## src/dps_pkg.sv

```systemverilog
// package of constants and types for the deposition process sequencer
package dps_pkg;
   localparam int unsigned DPS_LAYER_W = 4;
   localparam int unsigned DPS_THK_W = 24;
   localparam int unsigned DPS_PWR_W = 16;
   localparam int unsigned DPS_TIME_W = 32;
   localparam int unsigned DPS_PROC_W = 4;
   localparam logic [DPS_LAYER_W-1:0] DPS_FIRST_LAYER = 4'h0;
   localparam logic [DPS_THK_W-1:0] DPS_THK_RST = 24'h000000;
   localparam logic [DPS_PWR_W-1:0] DPS_PWR_RST = 16'h0000;
   localparam logic [DPS_PROC_W-1:0] DPS_PROC_RST = 4'h0;
   localparam logic [DPS_TIME_W-1:0] DPS_TIME_RST = 32'h00000000;
   localparam logic [DPS_THK_W-1:0] DPS_SIM_RATE = 24'h000001;
   typedef enum logic [2:0] {
      DPS_STOPPED,
      DPS_PRECOND,
      DPS_DEPOSIT,
      DPS_FEED,
      DPS_IDLE,
      DPS_WAIT_START,
      DPS_LAYER_STOP
   } dps_phase_t;
endpackage : dps_pkg

```

## src/dps_cmd_if.sv

```systemverilog
// interface carrying decoded operator commands to the sequencer core
interface dps_cmd_if;
   import dps_pkg::*;
   logic start;
   logic start_layer;
   logic stop_layer;
   logic restart_layer;
   logic next_layer;
   logic abort;
   logic zero;
   logic mode_toggle;
   modport src (output start, start_layer, stop_layer, restart_layer, next_layer, abort, zero,
                mode_toggle);
   modport dst (input start, start_layer, stop_layer, restart_layer, next_layer, abort, zero,
                mode_toggle);
endinterface : dps_cmd_if

```

## src/dps_cmd_merge.sv

```systemverilog
// merges operator command sources into command strobes; only the toggle key is reduced to a single-cycle pulse
module dps_cmd_merge (
   input wire logic mclk_i,
   input wire logic srst_i,
   input wire logic start_i,
   input wire logic panel_layer_start_i,
   input wire logic serial_layer_start_i,
   input wire logic dig_layer_start_i,
   input wire logic stop_layer_i,
   input wire logic restart_layer_i,
   input wire logic next_layer_i,
   input wire logic abort_i,
   input wire logic zero_i,
   input wire logic mode_toggle_i,
   dps_cmd_if.src cmd
);
   // ---------------------------------------------------------------
   // command pulses
   // ---------------------------------------------------------------
   logic tog_prev_q;
   // toggle key is edge detected so one press is one switch
   always_ff @(posedge mclk_i) begin
      if (srst_i) begin
         tog_prev_q <= 1'b0;
      end else begin
         tog_prev_q <= mode_toggle_i;
      end
   end
   assign cmd.start = start_i;
   assign cmd.start_layer = panel_layer_start_i | serial_layer_start_i | dig_layer_start_i;
   assign cmd.stop_layer = stop_layer_i;
   assign cmd.restart_layer = restart_layer_i;
   assign cmd.next_layer = next_layer_i;
   assign cmd.abort = abort_i;
   assign cmd.zero = zero_i;
   assign cmd.mode_toggle = mode_toggle_i & ~tog_prev_q;
endmodule : dps_cmd_merge

```

## src/dps_sequencer.sv

```systemverilog
// deposition process sequencer: layer phase control and output selection
module dps_sequencer
   import dps_pkg::*;
(
   input wire logic mclk_i,
   input wire logic srst_i,
   input wire logic start_i,
   input wire logic panel_layer_start_i,
   input wire logic serial_layer_start_i,
   input wire logic dig_layer_start_i,
   input wire logic stop_layer_i,
   input wire logic restart_layer_i,
   input wire logic next_layer_i,
   input wire logic abort_i,
   input wire logic zero_i,
   input wire logic mode_toggle_i,
   input wire logic proc_sel_req_i,
   input wire logic [DPS_PROC_W-1:0] proc_sel_i,
   input wire logic [DPS_LAYER_W-1:0] layer_count_i,
   input wire logic layer_manual_start_i,
   input wire logic next_manual_start_i,
   input wire logic feed_en_i,
   input wire logic idle_en_i,
   input wire logic precond_done_i,
   input wire logic feed_done_i,
   input wire logic idle_done_i,
   input wire logic [DPS_THK_W-1:0] final_thk_i,
   input wire logic [DPS_THK_W-1:0] thk_limit_i,
   input wire logic [DPS_TIME_W-1:0] time_setpoint_i,
   input wire logic [DPS_THK_W-1:0] sensor_thk_inc_i,
   input wire logic simulate_i,
   input wire logic [DPS_PWR_W-1:0] pid_power_i,
   input wire logic [DPS_PWR_W-1:0] knob_power_i,
   output logic [2:0] phase_o,
   output logic [DPS_LAYER_W-1:0] layer_o,
   output logic [DPS_PROC_W-1:0] proc_o,
   output logic proc_sel_refused_o,
   output logic manual_o,
   output logic pid_en_o,
   output logic [DPS_PWR_W-1:0] power_o,
   output logic [DPS_THK_W-1:0] thickness_o,
   output logic relay_o,
   output logic running_o
);
   // ---------------------------------------------------------------
   // command merge
   // ---------------------------------------------------------------
   dps_cmd_if cmd ();
   dps_cmd_merge u_merge (
      .mclk_i(mclk_i),
      .srst_i(srst_i),
      .start_i(start_i),
      .panel_layer_start_i(panel_layer_start_i),
      .serial_layer_start_i(serial_layer_start_i),
      .dig_layer_start_i(dig_layer_start_i),
      .stop_layer_i(stop_layer_i),
      .restart_layer_i(restart_layer_i),
      .next_layer_i(next_layer_i),
      .abort_i(abort_i),
      .zero_i(zero_i),
      .mode_toggle_i(mode_toggle_i),
      .cmd(cmd)
   );

   // ---------------------------------------------------------------
   // helpers
   // ---------------------------------------------------------------
   // phases in which the process counts as running
   function automatic logic dps_is_run(input dps_phase_t p);
      dps_is_run = (p == DPS_PRECOND) || (p == DPS_DEPOSIT) || (p == DPS_FEED) ||
                   (p == DPS_IDLE);
   endfunction : dps_is_run

   // true when the given layer index is the last one programmed
   // a layer count of zero is taken as a single layer, never as none
   function automatic logic dps_is_last(input logic [DPS_LAYER_W-1:0] l,
                                        input logic [DPS_LAYER_W-1:0] n);
      dps_is_last = (n == DPS_FIRST_LAYER) || (l >= n - 4'h1);
   endfunction : dps_is_last

   dps_phase_t phase_q;
   dps_phase_t phase_d;
   logic [DPS_LAYER_W-1:0] layer_q;
   logic [DPS_LAYER_W-1:0] layer_d;
   logic manual_q;
   logic layer_begin;
   logic layer_done;
   logic [DPS_THK_W-1:0] thk_q;
   logic [DPS_THK_W-1:0] thk_inc;
   logic [DPS_TIME_W-1:0] layer_time_q;
   logic thk_reached;

   // simulate swaps the sensor increment for a fixed generated rate
   assign thk_inc = simulate_i ? DPS_SIM_RATE : sensor_thk_inc_i;
   assign thk_reached = (thk_q >= final_thk_i);

   // ---------------------------------------------------------------
   // next-phase logic
   // ---------------------------------------------------------------
   // abort overrides every other command for phase and layer; a toggle in the same cycle still flips manual_q
   always_comb begin
      phase_d = phase_q;
      layer_d = layer_q;
      layer_begin = 1'b0;
      layer_done = 1'b0;
      if (cmd.abort) begin
         phase_d = DPS_STOPPED;
         layer_d = DPS_FIRST_LAYER;
      end else if (cmd.mode_toggle && !manual_q) begin
         // manual entry jumps to deposition from any phase: stopped, waiting, running or suspended
         if (phase_q != DPS_DEPOSIT) begin
            layer_begin = (phase_q == DPS_STOPPED) || (phase_q == DPS_WAIT_START);
         end
         phase_d = DPS_DEPOSIT;
      end else begin
         case (phase_q)
            DPS_STOPPED: begin
               if (cmd.start) begin
                  layer_d = DPS_FIRST_LAYER;
                  if (layer_manual_start_i) begin
                     phase_d = DPS_WAIT_START;
                  end else begin
                     phase_d = DPS_PRECOND;
                     layer_begin = 1'b1;
                  end
               end
            end
            DPS_WAIT_START: begin
               if (cmd.start_layer) begin
                  phase_d = DPS_PRECOND;
                  layer_begin = 1'b1;
               end
            end
            DPS_PRECOND: begin
               if (cmd.stop_layer) begin
                  phase_d = DPS_LAYER_STOP;
               end else if (precond_done_i) begin
                  phase_d = DPS_DEPOSIT;
               end
            end
            DPS_DEPOSIT: begin
               if (cmd.stop_layer) begin
                  phase_d = DPS_LAYER_STOP;
               end else if (thk_reached && !manual_q) begin
                  // manual mode leaves the end of deposition to the operator
                  if (feed_en_i) begin
                     phase_d = DPS_FEED;
                  end else if (idle_en_i) begin
                     phase_d = DPS_IDLE;
                  end else begin
                     layer_done = 1'b1;
                  end
               end
            end
            DPS_FEED: begin
               if (cmd.stop_layer) begin
                  phase_d = DPS_LAYER_STOP;
               end else if (feed_done_i) begin
                  if (idle_en_i) begin
                     phase_d = DPS_IDLE;
                  end else begin
                     layer_done = 1'b1;
                  end
               end
            end
            DPS_IDLE: begin
               if (cmd.stop_layer) begin
                  phase_d = DPS_LAYER_STOP;
               end else if (idle_done_i) begin
                  layer_done = 1'b1;
               end
            end
            DPS_LAYER_STOP: begin
               // only the two continuations leave this phase, besides abort and manual entry
               if (cmd.restart_layer) begin
                  phase_d = DPS_PRECOND;
                  layer_begin = 1'b1;
               end else if (cmd.next_layer) begin
                  if (dps_is_last(layer_q, layer_count_i)) begin
                     phase_d = DPS_STOPPED;
                     layer_d = DPS_FIRST_LAYER;
                  end else begin
                     layer_d = layer_q + 4'h1;
                     phase_d = DPS_PRECOND;
                     layer_begin = 1'b1;
                  end
               end
            end
            default: begin
               phase_d = DPS_STOPPED;
            end
         endcase
         // completion hands over to the next layer or halts
         if (layer_done) begin
            if (dps_is_last(layer_q, layer_count_i)) begin
               phase_d = DPS_STOPPED;
               layer_d = DPS_FIRST_LAYER;
            end else if (next_manual_start_i) begin
               layer_d = layer_q + 4'h1;
               phase_d = DPS_WAIT_START;
            end else begin
               layer_d = layer_q + 4'h1;
               phase_d = DPS_PRECOND;
               layer_begin = 1'b1;
            end
         end
      end
   end

   // ---------------------------------------------------------------
   // state registers
   // ---------------------------------------------------------------
   // phase and layer index
   always_ff @(posedge mclk_i) begin
      if (srst_i) begin
         phase_q <= DPS_STOPPED;
         layer_q <= DPS_FIRST_LAYER;
      end else begin
         phase_q <= phase_d;
         layer_q <= layer_d;
      end
   end

   // auto or manual output control
   always_ff @(posedge mclk_i) begin
      if (srst_i) begin
         manual_q <= 1'b0;
      end else if (cmd.mode_toggle) begin
         manual_q <= ~manual_q;
      end
   end

   // current process, changed only while stopped
   always_ff @(posedge mclk_i) begin
      if (srst_i) begin
         proc_o <= DPS_PROC_RST;
         proc_sel_refused_o <= 1'b0;
      end else begin
         proc_sel_refused_o <= proc_sel_req_i && (phase_q != DPS_STOPPED);
         if (proc_sel_req_i && phase_q == DPS_STOPPED) begin
            proc_o <= proc_sel_i;
         end
      end
   end

   // ---------------------------------------------------------------
   // thickness and layer timer
   // ---------------------------------------------------------------
   // accumulation saturates so a runaway layer never wraps to zero
   always_ff @(posedge mclk_i) begin
      if (srst_i) begin
         thk_q <= DPS_THK_RST;
      end else if (layer_begin || cmd.zero) begin
         thk_q <= DPS_THK_RST;
      end else if (phase_q == DPS_DEPOSIT) begin
         if (thk_q > ~thk_inc) begin
            thk_q <= {DPS_THK_W{1'b1}};
         end else begin
            thk_q <= thk_q + thk_inc;
         end
      end
   end

   // elapsed cycles of the current layer
   always_ff @(posedge mclk_i) begin
      if (srst_i) begin
         layer_time_q <= DPS_TIME_RST;
      end else if (layer_begin) begin
         layer_time_q <= DPS_TIME_RST;
      end else if (dps_is_run(phase_q) && layer_time_q != {DPS_TIME_W{1'b1}}) begin
         layer_time_q <= layer_time_q + 32'h00000001;
      end
   end

   // ---------------------------------------------------------------
   // outputs
   // ---------------------------------------------------------------
   // power selection; the auto path takes regulator output directly
   // stopped in auto leaves the regulator idle and the output at zero
   always_ff @(posedge mclk_i) begin
      if (srst_i) begin
         power_o <= DPS_PWR_RST;
         pid_en_o <= 1'b0;
      end else if (manual_q) begin
         power_o <= knob_power_i;
         pid_en_o <= 1'b0;
      end else begin
         power_o <= dps_is_run(phase_q) ? pid_power_i : DPS_PWR_RST;
         pid_en_o <= dps_is_run(phase_q);
      end
   end

   // relay when time setpoint or thickness limit reached within a layer
   // it holds outside a run, so a suspended layer keeps showing its state
   always_ff @(posedge mclk_i) begin
      if (srst_i) begin
         relay_o <= 1'b0;
      end else if (layer_begin) begin
         relay_o <= 1'b0;
      end else if (dps_is_run(phase_q)) begin
         relay_o <= (layer_time_q >= time_setpoint_i) || (thk_q >= thk_limit_i);
      end
   end

   // status mirrors
   always_ff @(posedge mclk_i) begin
      if (srst_i) begin
         phase_o <= 3'h0;
         layer_o <= DPS_FIRST_LAYER;
         manual_o <= 1'b0;
         thickness_o <= DPS_THK_RST;
         running_o <= 1'b0;
      end else begin
         phase_o <= phase_q;
         layer_o <= layer_q;
         manual_o <= manual_q;
         thickness_o <= thk_q;
         running_o <= dps_is_run(phase_q);
      end
   end
endmodule : dps_sequencer

```

## config.mk

```make
export PLATFORM = sky130hd
export DESIGN_NAME = dps_sequencer
export DESIGN_NICKNAME = d
export VERILOG_FILES = /design/src/dps_pkg.sv /design/src/dps_cmd_if.sv /design/src/dps_cmd_merge.sv /design/src/dps_sequencer.sv
export SDC_FILE = /design/constraint.sdc
export NUM_CORES = 1
export LEC_CHECK = 0
export ABC_AREA = 1
export BUFFER_PORTS_ARGS = -buffer_cell sky130_fd_sc_hd__buf_2
export CAP_MARGIN = 20
export CORE_UTILIZATION = 55
export CTS_CLUSTER_DIAMETER = 40
export DETAILED_ROUTE_END_ITERATION = 10
export PLACE_DENSITY = 0.79
export SLEW_MARGIN = 30
export SYNTH_ARGS = -nofsm -noshare
export SYNTH_HDL_FRONTEND = slang
export SYNTH_SLANG_ARGS = --single-unit
```

## constraint.sdc

```tcl
create_clock -name mclk_i -period 3.6 [get_ports mclk_i]
set_input_delay 0.72 -clock mclk_i [delete_from_list [all_inputs] [get_ports mclk_i]]
set_output_delay 0.72 -clock mclk_i [all_outputs]
set_load 0.02 [all_outputs]
```

==> results.sh <==
export IMPL_final_net_count=1826
export IMPL_fp_row_count=46
export IMPL_pin_count=221
export IMPL_r2r_slack_ns=0.93
export IMPL_synth_top_area_cell="dfxtp_1"
export IMPL_status="finished clean"
export IMPL_avgRoutedWirePerCell_um=13.9
export IMPL_wl_um=24700
export IMPL_total_power_mw=4.03
export IMPL_rr_startpoint="thk_q[7]"
export IMPL_fp_dieW_um=130
export IMPL_setup_viol=0
export IMPL_grt_antenna_before_repair=0
export IMPL_hp_class="flip-flop to flip-flop"
export IMPL_cts_root_buf="clkbuf_16"
export IMPL_start_util=0.567
export IMPL_fin_crit_sh=0.800
export IMPL_max_slew_margin=0.454
export IMPL_rsz0062_at_grt="false"
export IMPL_drv_slew=0
export IMPL_finish_utilization=0.686
export IMPL_cp_start_kind="input port"
export IMPL_synth_area_top_cells="dfxtp_1 (27%), ha_1 (15%), inv_1 (11%)"
export IMPL_ant_nets=0
export IMPL_viasPerCell=5.14
export IMPL_htree_levels=4
export IMPL_placed_area_um2=10300
export IMPL_cts_sinks=121
export IMPL_core_area_um2=15900
export IMPL_drive_above_1_share=0.193
export IMPL_pwr_density_cell_nw_per_um2=368
export IMPL_fin_area_um2=10900
export IMPL_vias=9142
export IMPL_arrival_ns=3.17
export IMPL_synthFlopType="dfxtp_1"
export IMPL_clk_latency_ns=0.42
export IMPL_max_freq_mhz=347
export IMPL_fin_skew_ns=0.00848
export IMPL_drc_errors=0
export IMPL_gp_congestion=0.993
export IMPL_grt_pass1_vias=8412
export IMPL_endpoint="thk_q[3]"
export IMPL_ys_seq_area_frac=0.268
export IMPL_end_kind="flip-flop"
export IMPL_antenna_cells=0
export IMPL_setup_tns_ns=0
export IMPL_ys_ff_latch=121
export IMPL_p_sw_frac=0.289
export IMPL_syn_nets=1605
export IMPL_synth_area_um2=9040
export IMPL_die_y_um=130
export IMPL_cp_required_ns=3.89
export IMPL_yosysTopAreaCellShare=0.268
export IMPL_seq_power_share=0.358
export IMPL_grt_pass1_wl_um=38800
export IMPL_cts_setup_buffers=0
export IMPL_grt_usage=0.295
export IMPL_area_growth_pct=21.0
export IMPL_ctsResizeCount=0
export IMPL_path_max_fanout=24
export IMPL_first_iter_violations=542
export IMPL_switchingPower_mw=1.16
export IMPL_min_period_ns=2.88
export IMPL_grt_overflow_total=0
export IMPL_finalHoldViolations=0
export IMPL_worst_pin_slew_ns=0.817
export IMPL_intPower_mw=2.86
export IMPL_cts_tree="yes"
export IMPL_num_fill_cells=1458
export IMPL_cts_buffers=17
export IMPL_cts_hold_buf=0
export IMPL_pwr_share_clk=0.453
export IMPL_p_leak_nw=5.84
export IMPL_dieArea_um2=17000
export IMPL_async_flop_share=0
export IMPL_post_synth_top_count_cell="inv_1"
export IMPL_postSynthAreaPerCell_um2=6.81
export IMPL_dp_hpwl_um=19800
export IMPL_stdcell_count=1777
export IMPL_ff2ff_path_depth=16
export IMPL_maxCapViolCount=0
export IMPL_synth_distinct_cells=53
export IMPL_ys_warn_count=0
export IMPL_worstSetupStartpoint="simulate_i"
export IMPL_clkSlewWorstSetupHoldPaths_ns=0.06
export IMPL_dpl_cell_count=1745
export IMPL_clockBufferDepth=2
export IMPL_synth_edf_count=0
export IMPL_critPathKind="input port to flip-flop"
export IMPL_grt_max_degree=34
export IMPL_ir_drop_uv=400
export IMPL_synth_common_cells="inv_1 (255), nand2_1 (226), nor2_1 (224)"
export IMPL_drt_pass1_iterations=5
export IMPL_pwr_share_comb=0.190
export IMPL_worstReg2RegEnd="thk_q[3]"
export IMPL_port_buffers=220
export IMPL_syn_instance_count=1327
-- worst min path at each step --
stage / startpoint / depth (start not counted) / to
after floorplan: thk_q[13] / 2 / thickness_o[13]
after global placement: proc_o[2] / 2 / proc_o[2]
after detailed placement: proc_o[3] / 2 / proc_o[3]
after CTS: proc_o[3] / 2 / proc_o[3]
after global routing: proc_o[3] / 2 / proc_o[3]
final: proc_o[2] / 2 / proc_o[2]
-- metal layers --
layer  routed length (µm)  global-route usage  vias to the layer above
li1                     -                   -                     4676
met1                10700               0.368                     4129
met2                11900               0.499                      279
met3                 1400              0.0521                       58
met4                  659               0.122                        0
met5                    0                   0                        -
-- per-stage QoR --
step	hold slack [ns]	setup slack, ns
final	0.469	0.722
after global routing	0.494	0.601
after CTS	0.467	0.765
after detailed placement	0.458	0.316
after global placement	0.448	0.346
after floorplan	0.452	0.924
-- sequential cells by signal (all words and copies together), names as in the netlist, 3 cells and up --
signal,count
power_o,16
proc_o,4
phase_o,3
layer_time_q,32
layer_o,4
thk_q,24
layer_q,4
phase_q,3
thickness_o,24
-- layout make-up --
type | instances | area (µm²) | area share
multi-input cells | 922 | 5500 | 0.502
flip-flops and latches | 121 | 2420 | 0.221
repair buffers | 224 | 1130 | 0.103
inverters | 262 | 986 | 0.0901
clock buffers | 18 | 439 | 0.0401
well taps | 216 | 270 | 0.0247
clock inverters | 14 | 196 | 0.0180
-- logic make-up after synthesis --
family / count (synthesis) / synth area share
fa+ha+maj: 113 / 0.157
compound gates: 190 / 0.131
xor+xnor: 52 / 0.0504
buf+inv: 284 / 0.124
simple gates: 563 / 0.264
flops: 121 / 0.268
mux: 4 / 0.00443
-- worst max-delay path, stage by stage --
cell and delay, ns:
buf_2 0.36, nor2_1 0.11, ha_1 0.36, a21oi_1 0.22, nor2_1 0.06, nor2_1 0.13
o21ai_0 0.09, nor3_1 0.27, nand3_2 0.14, o21ai_4 0.15, nand2_4 0.23, o22ai_1 0.22
nor2_1 0.08
-- power by group through the flow --
stage          Combinational, mW  Clock (mW)  Sequential (mW)
2_1_floorplan              0.492           0             1.49
3_3_place_gp               0.737           0             1.47
3_5_place_dp               0.751           0             1.47
4_1_cts                    0.760        1.84             1.44
5_1_grt                    0.853        1.90             1.45
6_report                   0.764        1.82             1.44
-- cells in the final DEF (no fill, tap or decap), drive strengths merged, types with 2 or more instances in the layout --
master | Yosys | final
nand4 | 25 | 25
o211ai | 4 | 4
clkinvlp | 0 | 3
o21ai | 47 | 47
a22o | 16 | 16
clkbuf | 5 | 18
o31ai | 2 | 2
inv | 261 | 262
xor2 | 39 | 39
mux2i | 4 | 4
nor4 | 8 | 8
clkinv | 1 | 7
o22ai | 22 | 22
nand3 | 33 | 33
a21o | 4 | 4
ha | 112 | 112
xnor2 | 13 | 13
nor2 | 232 | 232
nand2 | 232 | 232
dfxtp | 121 | 121
a211oi | 2 | 2
a21boi | 2 | 2
a21oi | 82 | 82
bufinv | 0 | 4
a31oi | 2 | 2
nor3 | 31 | 31
buf | 17 | 224
o21a | 3 | 3
No activity file was read; power rests on OpenSTA's default activity.
